File: src/pkg/dmarb_pkg.sv
// Operation
// Arbitrate data memory, extended space included, among core, DMA and debug unit.
// Coincident requests grant only the highest current priority requester.
// Losers are stalled, not dropped, and served after the winner completes.
// Default scheme puts core at level zero and DMA at level three.
// Debug unit always sits at level four, the lowest.
// Levels one and two stay empty except core at one when DMA raised.
// Value 0x0000 gives core, DMA, debug; 0x0020 gives DMA, core, debug.
// Software writes only the two defined encodings; others are reserved.
// Masters raised above the core keep their relative order.
// Masters below the core keep their relative order in every scheme.
// Priority value may change any time and applies to later arbitrations.
// At most one grant per cycle; stalled requesters hold their request.
`default_nettype none
package dmarb_pkg;
    localparam int          DMARB_NUM_MASTERS   = 3;
    localparam int          DMARB_CORE          = 0;
    localparam int          DMARB_DMA           = 1;
    localparam int          DMARB_DEBUG         = 2;
    localparam logic [2:0]  DMARB_LEVEL_ZERO    = 3'h0;
    localparam logic [2:0]  DMARB_LEVEL_ONE     = 3'h1;
    localparam logic [2:0]  DMARB_LEVEL_THREE   = 3'h3;
    localparam logic [2:0]  DMARB_LEVEL_FOUR    = 3'h4;
    localparam logic [15:0] DMARB_PRIO_DEFAULT  = 16'h0000;
    localparam logic [15:0] DMARB_PRIO_DMA_HIGH = 16'h0020;
    localparam logic [15:0] DMARB_PRIO_RESET    = 16'h0000;
    localparam logic [3:0]  DMARB_OFS_PRIO_CTRL = 4'h0;
    localparam logic [3:0]  DMARB_OFS_STATUS    = 4'h4;
    localparam int          DMARB_STAT_OWNER_LSB = 0;
    localparam int          DMARB_STAT_BUSY_BIT  = 3;
    localparam int          DMARB_STAT_PEND_LSB  = 4;
    localparam logic [1:0]  DMARB_RESP_OKAY     = 2'h0;
    localparam logic [1:0]  DMARB_RESP_SLVERR   = 2'h2;
endpackage
`default_nettype wire

File: src/dmarb_pick.sv
`default_nettype none
module dmarb_pick
    import dmarb_pkg::*;
(
    input  wire logic [2:0]  req_in,
    input  wire logic        dma_high_in,
    output logic      [2:0]  pick_out
);
    // Levels of each master under the current scheme
    logic [2:0] lvl_core;
    logic [2:0] lvl_dma;
    logic [2:0] lvl_dbg;
    always_comb begin
        lvl_core = dma_high_in ? DMARB_LEVEL_ONE : DMARB_LEVEL_ZERO;
        lvl_dma  = dma_high_in ? DMARB_LEVEL_ZERO : DMARB_LEVEL_THREE;
        lvl_dbg  = DMARB_LEVEL_FOUR;
        pick_out = 3'h0;
        // Lowest level number wins; one-hot result
        if (req_in[DMARB_CORE] && (!req_in[DMARB_DMA] || lvl_core < lvl_dma)) begin
            pick_out[DMARB_CORE] = 1'b1;
        end else if (req_in[DMARB_DMA]) begin
            pick_out[DMARB_DMA] = 1'b1;
        end else if (req_in[DMARB_DEBUG] && lvl_dbg == DMARB_LEVEL_FOUR) begin
            pick_out[DMARB_DEBUG] = 1'b1;
        end
    end
endmodule
`default_nettype wire

File: src/dmarb_top.sv
// Local design decisions: the AXI4-Lite slave port and the placing of the registers.
`default_nettype none
module dmarb_top
    import dmarb_pkg::*;
(
    input  wire logic        sys_clk_in,
    input  wire logic        reset_n_in,
    input  wire logic        clk_en_in,
    // Requesters: core, DMA, debug; done ends the granted access
    input  wire logic [2:0]  req_in,
    input  wire logic [2:0]  done_in,
    output logic      [2:0]  grant_out,
    // AXI4-Lite slave
    input  wire logic [3:0]  s_axi_awaddr,
    input  wire logic        s_axi_awvalid,
    output logic             s_axi_awready,
    input  wire logic [31:0] s_axi_wdata,
    input  wire logic [3:0]  s_axi_wstrb,
    input  wire logic        s_axi_wvalid,
    output logic             s_axi_wready,
    output logic      [1:0]  s_axi_bresp,
    output logic             s_axi_bvalid,
    input  wire logic        s_axi_bready,
    input  wire logic [3:0]  s_axi_araddr,
    input  wire logic        s_axi_arvalid,
    output logic             s_axi_arready,
    output logic      [31:0] s_axi_rdata,
    output logic      [1:0]  s_axi_rresp,
    output logic             s_axi_rvalid,
    input  wire logic        s_axi_rready
);
    ////////////////////////////////////////////////////////////////////////////
    typedef enum logic [1:0] {
        DMARB_ST_IDLE = 2'b01,
        DMARB_ST_BUSY = 2'b10
    } dmarb_state_t;

    typedef struct packed {
        dmarb_state_t state;
        logic [2:0]   grant;
        logic [15:0]  prio;
        logic         aw_got;
        logic [3:0]   aw_addr;
        logic         w_got;
        logic [31:0]  w_data;
        logic [3:0]   w_strb;
        logic         bvalid;
        logic [1:0]   bresp;
        logic         rvalid;
        logic [31:0]  rdata;
        logic [1:0]   rresp;
    } dmarb_regs_t;

    dmarb_regs_t r_q;
    dmarb_regs_t r_d;
    logic [2:0]  pick;
    logic        dma_high;

    function automatic logic [15:0] dmarb_merge16(input logic [15:0] old_v,
                                                  input logic [31:0] new_v,
                                                  input logic [3:0]  strb);
        logic [15:0] res;
        res = old_v;
        if (strb[0]) begin
            res[7:0] = new_v[7:0];
        end
        if (strb[1]) begin
            res[15:8] = new_v[15:8];
        end
        return res;
    endfunction

    // Any value other than the raised encoding behaves as the default scheme
    assign dma_high = (r_q.prio == DMARB_PRIO_DMA_HIGH);

    dmarb_pick u_pick (
        .req_in      (req_in),
        .dma_high_in (dma_high),
        .pick_out    (pick)
    );

    ////////////////////////////////////////////////////////////////////////////
    always_comb begin
        r_d = r_q;
        // Arbitration
        case (r_q.state)
            DMARB_ST_IDLE: begin
                if (pick != 3'h0) begin
                    r_d.grant = pick;
                    r_d.state = DMARB_ST_BUSY;
                end
            end
            DMARB_ST_BUSY: begin
                // Owner keeps the bus until its access completes
                if ((done_in & r_q.grant) != 3'h0) begin
                    r_d.grant = 3'h0;
                    r_d.state = DMARB_ST_IDLE;
                end
            end
            default: begin
                r_d.grant = 3'h0;
                r_d.state = DMARB_ST_IDLE;
            end
        endcase
        // Register bus write
        if (s_axi_awvalid && s_axi_awready) begin
            r_d.aw_got  = 1'b1;
            r_d.aw_addr = s_axi_awaddr;
        end
        if (s_axi_wvalid && s_axi_wready) begin
            r_d.w_got  = 1'b1;
            r_d.w_data = s_axi_wdata;
            r_d.w_strb = s_axi_wstrb;
        end
        if (r_q.aw_got && r_q.w_got && !r_q.bvalid) begin
            r_d.aw_got = 1'b0;
            r_d.w_got  = 1'b0;
            r_d.bvalid = 1'b1;
            if (r_q.aw_addr == DMARB_OFS_PRIO_CTRL) begin
                r_d.prio  = dmarb_merge16(r_q.prio, r_q.w_data, r_q.w_strb);
                r_d.bresp = DMARB_RESP_OKAY;
            end else if (r_q.aw_addr == DMARB_OFS_STATUS) begin
                r_d.bresp = DMARB_RESP_OKAY;
            end else begin
                r_d.bresp = DMARB_RESP_SLVERR;
            end
        end
        if (r_q.bvalid && s_axi_bready) begin
            r_d.bvalid = 1'b0;
        end
        // Register bus read
        if (s_axi_arvalid && s_axi_arready) begin
            r_d.rvalid = 1'b1;
            r_d.rdata  = 32'h0000_0000;
            r_d.rresp  = DMARB_RESP_OKAY;
            if (s_axi_araddr == DMARB_OFS_PRIO_CTRL) begin
                r_d.rdata[15:0] = r_q.prio;
            end else if (s_axi_araddr == DMARB_OFS_STATUS) begin
                r_d.rdata[DMARB_STAT_OWNER_LSB +: 3] = r_q.grant;
                r_d.rdata[DMARB_STAT_BUSY_BIT]       = (r_q.state == DMARB_ST_BUSY);
                r_d.rdata[DMARB_STAT_PEND_LSB +: 3]  = req_in & ~r_q.grant;
            end else begin
                r_d.rresp = DMARB_RESP_SLVERR;
            end
        end else if (r_q.rvalid && s_axi_rready) begin
            r_d.rvalid = 1'b0;
        end
    end

    always_ff @(posedge sys_clk_in) begin
        if (!reset_n_in) begin
            r_q        <= '0;
            r_q.state  <= DMARB_ST_IDLE;
            r_q.prio   <= DMARB_PRIO_RESET;
        end else if (clk_en_in) begin
            r_q <= r_d;
        end
    end

    ////////////////////////////////////////////////////////////////////////////
    assign grant_out     = r_q.grant;
    assign s_axi_awready = !r_q.aw_got;
    assign s_axi_wready  = !r_q.w_got;
    assign s_axi_bvalid  = r_q.bvalid;
    assign s_axi_bresp   = r_q.bresp;
    assign s_axi_arready = !r_q.rvalid;
    assign s_axi_rvalid  = r_q.rvalid;
    assign s_axi_rdata   = r_q.rdata;
    assign s_axi_rresp   = r_q.rresp;
endmodule
`default_nettype wire

File: config.mk
export PLATFORM = sky130hd
export DESIGN_NAME = dmarb_top
export DESIGN_NICKNAME = d
export VERILOG_FILES = /design/src/pkg/dmarb_pkg.sv /design/src/dmarb_pick.sv /design/src/dmarb_top.sv
export SDC_FILE = /design/constraint.sdc
export NUM_CORES = 1
export LEC_CHECK = 0
export BUFFER_PORTS_ARGS = -buffer_cell sky130_fd_sc_hd__buf_2
export CORE_MARGIN = 5
export CORE_UTILIZATION = 42
export DETAILED_ROUTE_END_ITERATION = 7
export GPL_ROUTABILITY_DRIVEN = 0
export PLACE_DENSITY = 0.71
export SLEW_MARGIN = 20
export SYNTH_ARGS = -nofsm -noshare
export SYNTH_HDL_FRONTEND = slang
export SYNTH_SLANG_ARGS = --single-unit
File: constraint.sdc
create_clock -name sys_clk_in -period 1.3 [get_ports sys_clk_in]
set_input_delay 0.065 -clock sys_clk_in [delete_from_list [all_inputs] [get_ports sys_clk_in]]
set_output_delay 0.065 -clock sys_clk_in [all_outputs]
set_load 0.03 [all_outputs]
==> run metrics <==
run status complete, but fails checks; violated checks negative hold slack, negative setup slack; setup repair after global routing missed its margin yes; final worst clock skew 0.007694 ns; path category of the worst min-delay check in2reg; number of distinct standard cells referenced by the synthesized netlist 45; number of violations reported at the end of detailed-routing iteration 0 132; Net count, final 489; syn_area_per_cell 9.130 µm²; Post-Syn Instances 343; Final Total Pwr 4.622 mW; wire length per cell after detailed routing 13.94 µm; vias per std cell 4.805; sequential share of power 0.451; hold depth 3; most frequent cells in the layout sky130_fd_sc_hd__buf_2 (65), sky130_fd_sc_hd__nand2_1 (59), sky130_fd_sc_hd__dfxtp_1 (58), sky130_fd_sc_hd__dlygate4sd3_1 (23), sky130_fd_sc_hd__nor2b_1 (21); highest ir drop seen on vdd 0.0005172 V; fraction of registers with async set or reset after synthesis 0; number of placement rows 31; P_sw 1.104 mW; Worst setup SP type flop; Max Transition Viols Final 0; Post-synth EDFFs 0; Multi-input gate area ~1500 µm²; clock slew at reported path FFs around 0.070 ns; area added between synthesis and finish 30.04%; top flip-flop cell by instance count after synthesis sky130_fd_sc_hd__dfxtp_1; Worst Setup Slack post-DPL -0.09394 ns; number of antenna violations at the first check in global routing 0; clock network fraction of design power 0.426; footprint of the flip-flops and latches 1313 µm²; number of cells on the worst reg-to-reg path 5; die area 9283 µm²; clock tree from TritonCTS done; remaining design rule violation count 0; clk root buf sky130_fd_sc_hd__clkbuf_8; vias after detailed routing 2566; commonest non-fill, non-tap cell in the layout sky130_fd_sc_hd__buf_2; leakage power summed over all cells roughly 1.8 nW; Fill cells 660; worst-case setup margin in the final layout -0.02170 ns; largest net degree at the start of global routing 50; H-tree Lvls 3; GRT Overall Usage 0.1653; Layout Cell Area excl Fill 4073 µm²; die span in x between 90 and 100 µm; Arrival @ worst endpoint 1.55 ns; Die H just under 100 µm; worst setup path class reg2reg; TritonCTS Buffers 9; standard cell area after detailed placement 3458 µm²; smallest hold slack -0.003136 ns; element type at the critical path end flop; drt pass-1 iters 4; IO Count 102; total power divided by cell area 1135 nW/µm²; Min Clock Period, post-route ~1.3 ns; # port buffers 65; HPWL after detailed placement 4.877 mm; final hold viol count 1; Placeable Area 7253 µm²; Max Clock Freq 756.6 MHz; internal power of the cells between 3 and 4 mW; Syn Std Cell Area roughly 3100 µm²; vias in the first global route 2478; Yosys warning total 0; final count of negative-setup-slack endpoints 5; period utilization 1.017; switching power as a share of total power 0.2388; ratio of cells with drive above 1 in the final layout 0.3609; number of sinks handled by clock tree synthesis between 60 and 70; critical path fanouts, max 8; Post-DRT Antenna Nets 0; register bit total from synthesis 65; buffers from clock root to sink, at most 2; Maximum Capacitance Violations 0; proportion of synthesized chip area in sequential cells 0.4155; combinational share of power 0.123; number of antenna repair diodes 0; aggregate routed wire length 7.445 mm; clock latency reported for the late side of the worst-skew pair 0.34 ns; first-pass GRT wire length 11.62 mm; total negative slack -0.06546 ns; remaining global-route overflow 0; data required time of the critical path approximately 1.5 ns; effective utilization at floorplan 0.4318
[power by group through the flow]
stage	Sequential, mW	Clock [mW]	Combinational (mW)
global route	2.09	2.09	0.621
global placement	2.12	0	0.475
detailed placement	2.12	0	0.483
floorplan	2.12	0	0.375
finish	2.08	1.97	0.570
CTS	2.08	1.99	0.559
[state kept, by name, indices dropped and copies added, names as in the netlist]
| register | cells |
|---|---|
| r_q | 42 |
| s_axi_bvalid | 1 |
| s_axi_rdata | 16 |
| s_axi_rresp | 1 |
| s_axi_rvalid | 1 |
| grant_out | 3 |
| s_axi_bresp | 1 |
[cell usage after synthesis, drive strengths merged, types with 2 or more instances]
cell type | count | area share
dfxtp | 65 | 0.42
a21boi | 21 | 0.050
a22oi | 16 | 0.038
nor3 | 5 | 0.015
or3 | 2 | 0.0056
inv | 10 | 0.012
mux2 | 3 | 0.011
nand3b | 4 | 0.011
nor2 | 6 | 0.012
nand3 | 21 | 0.042
nand2 | 59 | 0.071
nor4 | 2 | 0.0040
nand4b | 3 | 0.018
nor4b | 2 | 0.0076
o21ai | 21 | 0.053
nand2b | 5 | 0.010
buf | 50 | 0.12
nor2b | 21 | 0.042
clkbuf | 7 | 0.0084
mux2i | 5 | 0.016
a21oi | 3 | 0.0048
[area by class of cell]
type | instances | share of cell area
multi-input cells | 229 | 0.3723
well taps | 99 | 0.03041
flip-flops and latches | 65 | 0.3223
clock inverters | 2 | 0.01475
repair buffers | 116 | 0.2095
clock buffers | 13 | 0.04147
inverters | 10 | 0.009217
[worst max-delay path: stages, from the launching register on]
cell,delay (ns)
sky130_fd_sc_hd__dfxtp_4,0.34
sky130_fd_sc_hd__and4b_4,0.40
sky130_fd_sc_hd__nand4b_4,0.15
sky130_fd_sc_hd__buf_12,0.17
sky130_fd_sc_hd__nand3_1,0.09
sky130_fd_sc_hd__o21ai_2,0.06
[metal layers]
metal | wire, µm | global-route usage
met5 | 0 | 0
met4 | 171 | 0.08178
met3 | 475 | 0.04378
met2 | 3647 | 0.2766
met1 | 3151 | 0.1945
[final timing paths]
| kind | start | to | slack (ns) |
|---|---|---|---|
| max reg2reg | s_axi_bvalid$_SDFFE_PN0P_ | r_q[82]$_SDFFE_PN0P_ | -0.02 |
| min | s_axi_wdata[14] | r_q[56]$_SDFFE_PN0P_ | -0.003 |
| min reg2reg | r_q[43]$_SDFFE_PN0P_ | r_q[81]$_SDFFE_PN0P_ | 0.46 |
| max | s_axi_bvalid$_SDFFE_PN0P_ | r_q[82]$_SDFFE_PN0P_ | -0.02 |
[cells by family (layout without fill, tap and decap cells)]
logic type,Yosys count,after routing,synth area share
AOI/OAI and AO/OA,69,69,0.1710
buffers and inverters,67,141,0.1402
DFF,65,65,0.4155
muxes,8,8,0.02677
other,1,18,0.001197
and+or+nand+nor,133,134,0.2453
[repair_timing]
item,CTS,global route
hold endpoints to repair,23,0
pin swaps,2,17
setup endpoints to repair,9,51
gates cloned,1,1
resized for setup,3,14
hold buffers,23,0
setup buffers,2,2
[metrics by stage]
stage | instances | util
global route | 534 | 0.5615
finish | 534 | 0.5615
global placement | 490 | 0.4768
CTS | 531 | 0.5470
detailed placement | 490 | 0.4768
floorplan | 360 | -
No activity file was read; power rests on OpenSTA's default activity.
